## src/logic/tpms_consts.svh

```systemverilog
`ifndef TPMS_CONSTS_SVH
`define TPMS_CONSTS_SVH

// Synchroniser bit positions
`define TPMS_SYNC_W      5
`define TPMS_BIT_TCK     0
`define TPMS_BIT_TMS     1
`define TPMS_BIT_TDI     2
`define TPMS_BIT_TRST    3
`define TPMS_BIT_STRAP   4

// Instruction register
`define TPMS_IR_W        3
`define TPMS_IR_EXTEST   3'h0
`define TPMS_IR_IDCODE   3'h1
`define TPMS_IR_SAMPLE   3'h2
`define TPMS_IR_BYPASS   3'h7
`define TPMS_IR_CAPTURE  3'h1

// Identification register, value arbitrary
`define TPMS_ID_W        32
`define TPMS_IDCODE_DEF  32'h0000_0001

`endif

```

## src/logic/tpms_pkg.sv

```systemverilog
`default_nettype none
package tpms_pkg;
  typedef enum logic [3:0] {
    TLR, RTI, SEL_DR, CAP_DR, SH_DR, EX1_DR, PA_DR, EX2_DR, UPD_DR,
    SEL_IR, CAP_IR, SH_IR, EX1_IR, PA_IR, EX2_IR, UPD_IR
  } tpms_tap_t;
endpackage
`default_nettype wire

```

## src/logic/tpms_sync_if.sv

```systemverilog
`timescale 1ns/10ps
`default_nettype none
interface tpms_sync_if #(parameter int W = 5);
  logic [W-1:0] level;
  logic [W-1:0] rise;
  logic [W-1:0] fall;
  modport src (output level, output rise, output fall);
  modport dst (input level, input rise, input fall);
endinterface
`default_nettype wire

```

## src/logic/tpms_pin_sync.sv

```systemverilog
`timescale 1ns/10ps
`default_nettype none
module tpms_pin_sync #(
  parameter int W = 5
) (
  // Clock and reset
  input  wire logic         ref_clk,
  input  wire logic         sys_rst,
  // Pins
  input  wire logic [W-1:0] pinRaw,
  // Filtered levels and edges
  tpms_sync_if.src          syn
);
  logic [W-1:0] ff1_r;
  logic [W-1:0] ff2_r;
  logic [W-1:0] ff3_r;
  logic [W-1:0] level_r;
  logic [W-1:0] rise_r;
  logic [W-1:0] fall_r;

  if (W < 1) begin
    $error("tpms_pin_sync: W must be positive");
  end

  // Three-stage chain
  always_ff @(posedge ref_clk) begin
    if (sys_rst) begin
      ff1_r <= '0;
      ff2_r <= '0;
      ff3_r <= '0;
    end else begin
      ff1_r <= pinRaw;
      ff2_r <= ff1_r;
      ff3_r <= ff2_r;
    end
  end

  // Level moves once stages two and three agree
  always_ff @(posedge ref_clk) begin
    if (sys_rst) begin
      level_r <= '0;
      rise_r  <= '0;
      fall_r  <= '0;
    end else begin
      for (int i = 0; i < W; i++) begin
        if (ff2_r[i] == ff3_r[i]) begin
          level_r[i] <= ff3_r[i];
          rise_r[i]  <= ff3_r[i] & ~level_r[i];
          fall_r[i]  <= ~ff3_r[i] & level_r[i];
        end else begin
          rise_r[i] <= 1'b0;
          fall_r[i] <= 1'b0;
        end
      end
    end
  end

  assign syn.level = level_r;
  assign syn.rise  = rise_r;
  assign syn.fall  = fall_r;
endmodule
`default_nettype wire

```

## src/logic/tpms_top.sv

```systemverilog
`timescale 1ns/10ps
`default_nettype none
`include "tpms_consts.svh"
module tpms_top #(
  parameter logic [`TPMS_ID_W-1:0] IDCODE = `TPMS_IDCODE_DEF
) (
  // Clock and reset
  input  wire logic ref_clk,
  input  wire logic sys_rst,
  // Mode strap, with drive flag for the pull-up
  input  wire logic framerModeSelect,
  input  wire logic framerModeSelectDrv,
  // Test port pins
  input  wire logic testPortClock,
  input  wire logic testPortModeSel,
  input  wire logic testPortModeSelDrv,
  input  wire logic testPortDataIn,
  input  wire logic testPortResetN,
  output logic      testPortDataOut,
  output logic      testPortDataOutEn,
  // Mode and test enables
  output logic      legacyMode,
  output logic      globalTestPinEn,
  output logic      testCtrlBitHiEn,
  output logic      testCtrlBitLoEn
);
  tpms_sync_if #(.W(`TPMS_SYNC_W)) synIf ();

  logic [`TPMS_SYNC_W-1:0] rawPins;
  logic                    strapLvl;
  logic                    trstLvl;
  logic                    trstEffN;
  logic                    tckRise;
  logic                    tckFall;
  logic                    tmsLvl;
  logic                    tdiLvl;
  tpms_pkg::tpms_tap_t     state_r;
  logic [`TPMS_IR_W-1:0]   ir_r;
  logic [`TPMS_IR_W-1:0]   irShift_r;
  logic [`TPMS_ID_W-1:0]   drShift_r;
  logic                    tdo_r;
  logic                    tdoEn_r;
  logic                    legacy_r;
  logic                    testEn_r;

  // Pull-ups on mode strap and mode select
  always_comb begin
    rawPins = '0;
    rawPins[`TPMS_BIT_TCK]  = testPortClock;
    rawPins[`TPMS_BIT_TMS]  = testPortModeSelDrv ? testPortModeSel : 1'b1;
    rawPins[`TPMS_BIT_TDI]  = testPortDataIn;
    rawPins[`TPMS_BIT_TRST] = testPortResetN;
    // Strap enters inverted so a cleared chain reads legacy
    rawPins[`TPMS_BIT_STRAP] = ~(framerModeSelectDrv ? framerModeSelect : 1'b1);
  end

  tpms_pin_sync #(.W(`TPMS_SYNC_W)) uSync (
    .ref_clk (ref_clk),
    .sys_rst (sys_rst),
    .pinRaw  (rawPins),
    .syn     (synIf.src)
  );

  assign strapLvl = ~synIf.level[`TPMS_BIT_STRAP];
  assign trstLvl  = synIf.level[`TPMS_BIT_TRST];
  assign tckRise  = synIf.rise[`TPMS_BIT_TCK];
  assign tckFall  = synIf.fall[`TPMS_BIT_TCK];
  assign tmsLvl   = synIf.level[`TPMS_BIT_TMS];
  assign tdiLvl   = synIf.level[`TPMS_BIT_TDI];
  assign trstEffN = strapLvl ? 1'b0 : trstLvl;

  function automatic tpms_pkg::tpms_tap_t tapNext(input tpms_pkg::tpms_tap_t s,
                                                  input logic tms);
    unique case (s)
      tpms_pkg::TLR:    tapNext = tms ? tpms_pkg::TLR    : tpms_pkg::RTI;
      tpms_pkg::RTI:    tapNext = tms ? tpms_pkg::SEL_DR : tpms_pkg::RTI;
      tpms_pkg::SEL_DR: tapNext = tms ? tpms_pkg::SEL_IR : tpms_pkg::CAP_DR;
      tpms_pkg::CAP_DR: tapNext = tms ? tpms_pkg::EX1_DR : tpms_pkg::SH_DR;
      tpms_pkg::SH_DR:  tapNext = tms ? tpms_pkg::EX1_DR : tpms_pkg::SH_DR;
      tpms_pkg::EX1_DR: tapNext = tms ? tpms_pkg::UPD_DR : tpms_pkg::PA_DR;
      tpms_pkg::PA_DR:  tapNext = tms ? tpms_pkg::EX2_DR : tpms_pkg::PA_DR;
      tpms_pkg::EX2_DR: tapNext = tms ? tpms_pkg::UPD_DR : tpms_pkg::SH_DR;
      tpms_pkg::UPD_DR: tapNext = tms ? tpms_pkg::SEL_DR : tpms_pkg::RTI;
      tpms_pkg::SEL_IR: tapNext = tms ? tpms_pkg::TLR    : tpms_pkg::CAP_IR;
      tpms_pkg::CAP_IR: tapNext = tms ? tpms_pkg::EX1_IR : tpms_pkg::SH_IR;
      tpms_pkg::SH_IR:  tapNext = tms ? tpms_pkg::EX1_IR : tpms_pkg::SH_IR;
      tpms_pkg::EX1_IR: tapNext = tms ? tpms_pkg::UPD_IR : tpms_pkg::PA_IR;
      tpms_pkg::PA_IR:  tapNext = tms ? tpms_pkg::EX2_IR : tpms_pkg::PA_IR;
      tpms_pkg::EX2_IR: tapNext = tms ? tpms_pkg::UPD_IR : tpms_pkg::SH_IR;
      tpms_pkg::UPD_IR: tapNext = tms ? tpms_pkg::SEL_DR : tpms_pkg::RTI;
    endcase
  endfunction

  // Controller state
  always_ff @(posedge ref_clk) begin
    if (sys_rst || !trstEffN) begin
      state_r <= tpms_pkg::TLR;
    end else if (tckRise) begin
      state_r <= tapNext(state_r, tmsLvl);
    end
  end

  // Instruction register
  always_ff @(posedge ref_clk) begin
    if (sys_rst || !trstEffN || state_r == tpms_pkg::TLR) begin
      ir_r      <= `TPMS_IR_IDCODE;
      irShift_r <= `TPMS_IR_CAPTURE;
    end else if (tckRise) begin
      if (state_r == tpms_pkg::CAP_IR) begin
        irShift_r <= `TPMS_IR_CAPTURE;
      end else if (state_r == tpms_pkg::SH_IR) begin
        irShift_r <= {tdiLvl, irShift_r[`TPMS_IR_W-1:1]};
      end else if (state_r == tpms_pkg::UPD_IR) begin
        ir_r <= irShift_r;
      end
    end
  end

  // Data registers: identification or one-bit bypass
  always_ff @(posedge ref_clk) begin
    if (sys_rst || !trstEffN) begin
      drShift_r <= '0;
    end else if (tckRise) begin
      if (state_r == tpms_pkg::CAP_DR) begin
        drShift_r <= (ir_r == `TPMS_IR_IDCODE) ? IDCODE : '0;
      end else if (state_r == tpms_pkg::SH_DR) begin
        if (ir_r == `TPMS_IR_IDCODE) begin
          drShift_r <= {tdiLvl, drShift_r[`TPMS_ID_W-1:1]};
        end else begin
          drShift_r <= {{(`TPMS_ID_W-1){1'b0}}, tdiLvl};
        end
      end
    end
  end

  // Output launch on falling test clock
  always_ff @(posedge ref_clk) begin
    if (sys_rst || !trstEffN) begin
      tdo_r   <= 1'b0;
      tdoEn_r <= 1'b0;
    end else if (tckFall) begin
      tdo_r   <= (state_r == tpms_pkg::SH_IR) ? irShift_r[0] : drShift_r[0];
      tdoEn_r <= (state_r == tpms_pkg::SH_IR) || (state_r == tpms_pkg::SH_DR);
    end
  end

  // Mode and test enables
  always_ff @(posedge ref_clk) begin
    if (sys_rst) begin
      legacy_r <= 1'b1;
      testEn_r <= 1'b1;
    end else begin
      legacy_r <= strapLvl;
      testEn_r <= !(trstLvl && !strapLvl);
    end
  end

  assign testPortDataOut   = tdo_r;
  assign testPortDataOutEn = tdoEn_r;
  assign legacyMode        = legacy_r;
  assign globalTestPinEn   = testEn_r;
  assign testCtrlBitHiEn   = testEn_r;
  assign testCtrlBitLoEn   = testEn_r;
endmodule
`default_nettype wire

```

## config.mk

```make
export PLATFORM = sky130hd
export DESIGN_NAME = tpms_top
export DESIGN_NICKNAME = d
export VERILOG_FILES = /design/src/logic/tpms_pkg.sv /design/src/logic/tpms_sync_if.sv /design/src/logic/tpms_pin_sync.sv /design/src/logic/tpms_top.sv
export VERILOG_INCLUDE_DIRS = /design/src /design/src/logic
export SDC_FILE = /design/constraint.sdc
export NUM_CORES = 1
export LEC_CHECK = 0
export ABC_AREA = 1
export BUFFER_PORTS_ARGS = -buffer_cell sky130_fd_sc_hd__buf_2
export CAP_MARGIN = 20
export CORE_MARGIN = 4
export CORE_UTILIZATION = 30
export DETAILED_ROUTE_END_ITERATION = 12
export PLACE_DENSITY = 0.5
export SYNTH_ARGS = -nofsm -noshare
export SYNTH_HDL_FRONTEND = slang
export SYNTH_HIERARCHICAL = 1
export SYNTH_SLANG_ARGS = --single-unit
```

## constraint.sdc

```tcl
create_clock -name ref_clk -period 1.4 [get_ports ref_clk]
set_input_delay 0.21 -clock ref_clk [delete_from_list [all_inputs] [get_ports ref_clk]]
set_output_delay 0.21 -clock ref_clk [all_outputs]
set_load 0.03 [all_outputs]
```

Word-level counts from Yosys, hierarchy flattened:

Cells that the tools add are included.

* mux-type cells: 23
* reductions and logical operators: 16
* bitwise operators: 9
* equal/unequal tests: 21

Operators with widths (count)
* 32-bit 2-to-1 mux: 3
* 4-bit case mux with 12 select lines: 1
* 4-bit == test (second input constant): 8
* 4-bit by 3-bit == test with 1-bit output (second input constant): 4
* 4-bit 2-to-1 mux: 4
* 3-bit 2-to-1 mux: 4
* 4-bit by 2-bit == test with 1-bit output (second input constant): 2
* 1-bit 2-to-1 mux: 8
* 1-bit NOT: 7
* 2-bit 2-to-1 mux: 3
* 2-bit OR reduction: 3
* 1-bit == test: 5
* 4-bit by 1-bit == test with 1-bit output (second input constant): 1
* 4-bit logical NOT: 1
* 2-bit AND reduction: 2
* 4-bit AND reduction: 1
* 2-bit nonzero test: 2
* 3-bit by 1-bit == test with 1-bit output (second input constant): 1
* 1-bit logical OR: 3
* 3-bit OR reduction: 1
* 1-bit AND: 2
* 1-bit logical NOT: 2
* 1-bit logical AND: 1

* bits of input ports: 9
* register bits: 68
* output and inout bits: 6
* word-level logic and storage cells: 87

Longest topological paths before layout:

* word-level depth: 4
* gate-level depth with buffers: 9
* mapped depth without buffers: 8

Modules after synthesis:

The synthesis kept the hierarchy.

By module, submodules not included
* tpms_top: instances 1, area each 2138.3 um^2, cells each 279, seq. area each 920.9 um^2
* tpms_pin_sync: instances 1, area each 967.2 um^2, cells each 108, seq. area each 600.6 um^2

Worst setup path before layout:

No wires, ideal clock.

* kind: register -> register
* start: register state_r[2]
* end: register drShift_r[25]
* cell stages (with the launch flop): 8
* buffers on the path: 1
* clock period less this slack: 1267 ps
* data required time: 1255 ps
* setup slack: 133 ps
* setup time: 145 ps
* arrival: 1121 ps
* cell sequence: dfxtp_1 -> nor2_2 -> nand2_4 -> nand2_4 -> nand2_4 -> buf_6 -> a21oi_1 -> a211oi_2

* cells in the longest elaborated chain, start to end: 3
* elaborated cells between the ends (all ways): 5
* classes of those cells: eq/ne (2); mux (1); reduce/logical (2)

RTL lines
* start, declared: RTL line tpms_top.sv:37 `tpms_pkg::tpms_tap_t state_r;`
* start signal, assigned: RTL line tpms_top.sv:97 `state_r <= tpms_pkg::TLR;`
* start signal, assigned: RTL line tpms_top.sv:99 `state_r <= tapNext(state_r, tmsLvl);`
* 4-bit by 2-bit == test with 1-bit output / 4-bit by 3-bit == test with 1-bit output (equally long branches): RTL line tpms_top.sv:124, tpms_top.sv:126
* 2-bit nonzero test (no source line)
* 2-bit AND reduction (no source line)
* end signal, assigned: RTL line tpms_top.sv:125 `` drShift_r <= (ir_r == `TPMS_IR_IDCODE) ? IDCODE : '0; ``
* end signal, assigned: RTL line tpms_top.sv:128 `` drShift_r <= {tdiLvl, drShift_r[`TPMS_ID_W-1:1]}; ``
* end signal, assigned: RTL line tpms_top.sv:130 `` drShift_r <= {{(`TPMS_ID_W-1){1'b0}}, tdiLvl}; ``
* end, declared: RTL line tpms_top.sv:40 `` logic [`TPMS_ID_W-1:0] drShift_r; ``

Several ways; a longest one is shown, not always the timed one.
A chain may end at the register's enable or synchronous reset.

Final worst setup path:

* start: register state_r[1]
* end: register drShift_r[22]

Same word-level chain as after synthesis.

==> reports/results.tsv <==
metric	value	unit
status	complete, no violations	
mostFrequentLayoutCells	nand2_1, dfxtp_1, inv_1	
postCtsHoldBufs	0	
power_frac_comb	1.5	%
clkPwrFrac	50.3	%
rr_startpoint	state_r[1]$_SDFFE_PP0P_	
fmax	770	MHz
critPathKind	reg -> reg	
drv_cap	0	
grt_pass1_wl	9.59	mm
crit_path_end	drShift_r[22]$_SDFFE_PP0P_	
die_area	11200	µm²
die_h	106	µm
yosys_warnings	6	
synthCells	363	
final_common_cell	nand2_1	
regToRegEndpoint	drShift_r[22]$_SDFFE_PP0P_	
leakage	1.38	nW
die_w	106	µm
dp_hpwl	3.66	mm
cts_buffers	9	
nNetsFinal	397	
synth_area	2880	µm²
diodes	0	
crit_path_start_kind	flip-flop	
hp-class	in -> reg	
clock_path_buffers	2	
gr-usage-all-layers	10.5	%
avgSynthCellArea	7.92	µm²
antenna_found_initial	0	
grt_pass1_vias	2114	
dr.pass1.iters	4	
reg2reg_setup_slack	100	ps
post_drt_via_cell_ratio	4.37	
postLayoutCoreUtil	37.0	%
min_period_over_period	92.8	%
filler_cell_count	998	
hold_start	testPortResetN	
cp-end-kind	flip-flop	
port_buffers	14	
totalPowerFinal	4.05	mW
initial_core_util	31.0	%
worstPathMaxFanout	8	
hold_slack	74.6	ps
drt_iter0_drc	124	
power_frac_seq	48.3	%
min_period	1300	ps
path_clk_slew	80	ps
syn_to_final_growth	19.4	%
tightest_slew	330	ps
pin_count	15	
rows	35	
clkLatencyLatePin	340	ps
sw_frac_of_total	19.5	%
fp.coreArea	9280	µm²
cts_num_sinks	68	
cp.required	1620	ps
internal-power	3.26	mW
final_hold_viol_count	0	
setup_viol_count_final	0	
htree_levels	3	
overflow	0	
drc	0	
slew_headroom	78.0	%
routed_wl	5.45	mm
grt_max_degree	33	
rsz0062_at_grt	yes	
gp_congestion	0.811	
cp-startpoint	state_r[1]$_SDFFE_PP0P_	
drtAntennaViolNets	0	
arrival	1520	ps
ir_drop	0.670	mV
reg2reg_depth	7	
powerDensity	1180	nW/µm²
routedWlPerCell	10.4	µm
report.final.slew_viol_count	0	
cts_tree	yes	
num_vias	2280	
synth_nets	372	
fin_skew	11.0	ps
final_layout_size_suffix_gt1_share	24.9	%
power.switching	792	µW
cts_root_buffer	clkbuf_8	
what timing repair did:
item | 4_1_cts | 5_1_grt
endpoints found under the setup margin | 6 | 40
setup buffers | 0 | 2
gates resized for setup | 4 | 20
pin swaps | 0 | 1
per-stage QoR:
stage	cell area (µm²)	instances	setup slack (ps)	TNS [ps]
2_1_floorplan	2880	363	133	0
3_3_place_gp	3100	504	-59.8	-80.1
3_5_place_dp	3100	504	-37.7	-86.1
4_1_cts	3370	520	7.98	0
5_1_grt	3430	522	-9.81	-17.5
6_report	3430	522	101	0
area by class of cell:
class	count	area (µm²)	area share (%)
clock inverter	5	106	3.10
inverter	49	200	5.83
sequential	68	1370	39.9
timing repair buffer	30	223	6.49
multi-input combinational	230	1220	35.5
tap	129	161	4.70
clock buffer	11	151	4.41
power groups by stage:
stage / logic (mW) / clock network [mW] / registers [mW]
after floorplan: 0.0477 / 0 / 2.00
after global placement: 0.0597 / 0 / 2.00
after detailed placement: 0.0614 / 0 / 2.00
after CTS: 0.0615 / 2.11 / 1.96
after global routing: 0.0712 / 2.19 / 1.96
final: 0.0599 / 2.04 / 1.96
critical path, cell delays in order (launching register included):
cell	delay [ps]
dfxtp_2	350
nor2_2	190
nand2_2	110
nand2_4	80
nand2_4	80
buf_4	180
a21oi_1	150
a211oi_2	40
metal layers:
metal / GRT usage (%) / part of all wire, %
met2: 15.4 / 44
met4: 5.83 / 2.3
met3: 2.25 / 3.6
met1: 14.3 / 50
met5: 0 / 0
registers in the layout (all words and copies together), names as in the netlist:
register / flops
uSync/ff2_r: 5
state_r: 4
legacyMode: 1
uSync/syn.fall: 1
testPortDataOut: 1
testPortDataOutEn: 1
drShift_r: 32
ir_r: 3
uSync/ff1_r: 5
uSync/syn.rise: 1
irShift_r: 3
uSync/ff3_r: 5
globalTestPinEn: 1
uSync/syn.level: 5
how the worst min path moves through the flow:
stage / endpoint / depth (start not counted)
2_1_floorplan: legacyMode$_SDFF_PP1_ / 2
3_3_place_gp: uSync/ff2_r[1]$_SDFF_PP0_ / 2
3_5_place_dp: uSync/ff2_r[0]$_SDFF_PP0_ / 2
4_1_cts: uSync/ff1_r[0]$_SDFF_PP0_ / 3
5_1_grt: uSync/ff1_r[3]$_SDFF_PP0_ / 3
6_report: uSync/ff1_r[3]$_SDFF_PP0_ / 3
Note: power is estimated with default switching activity, not from simulation.
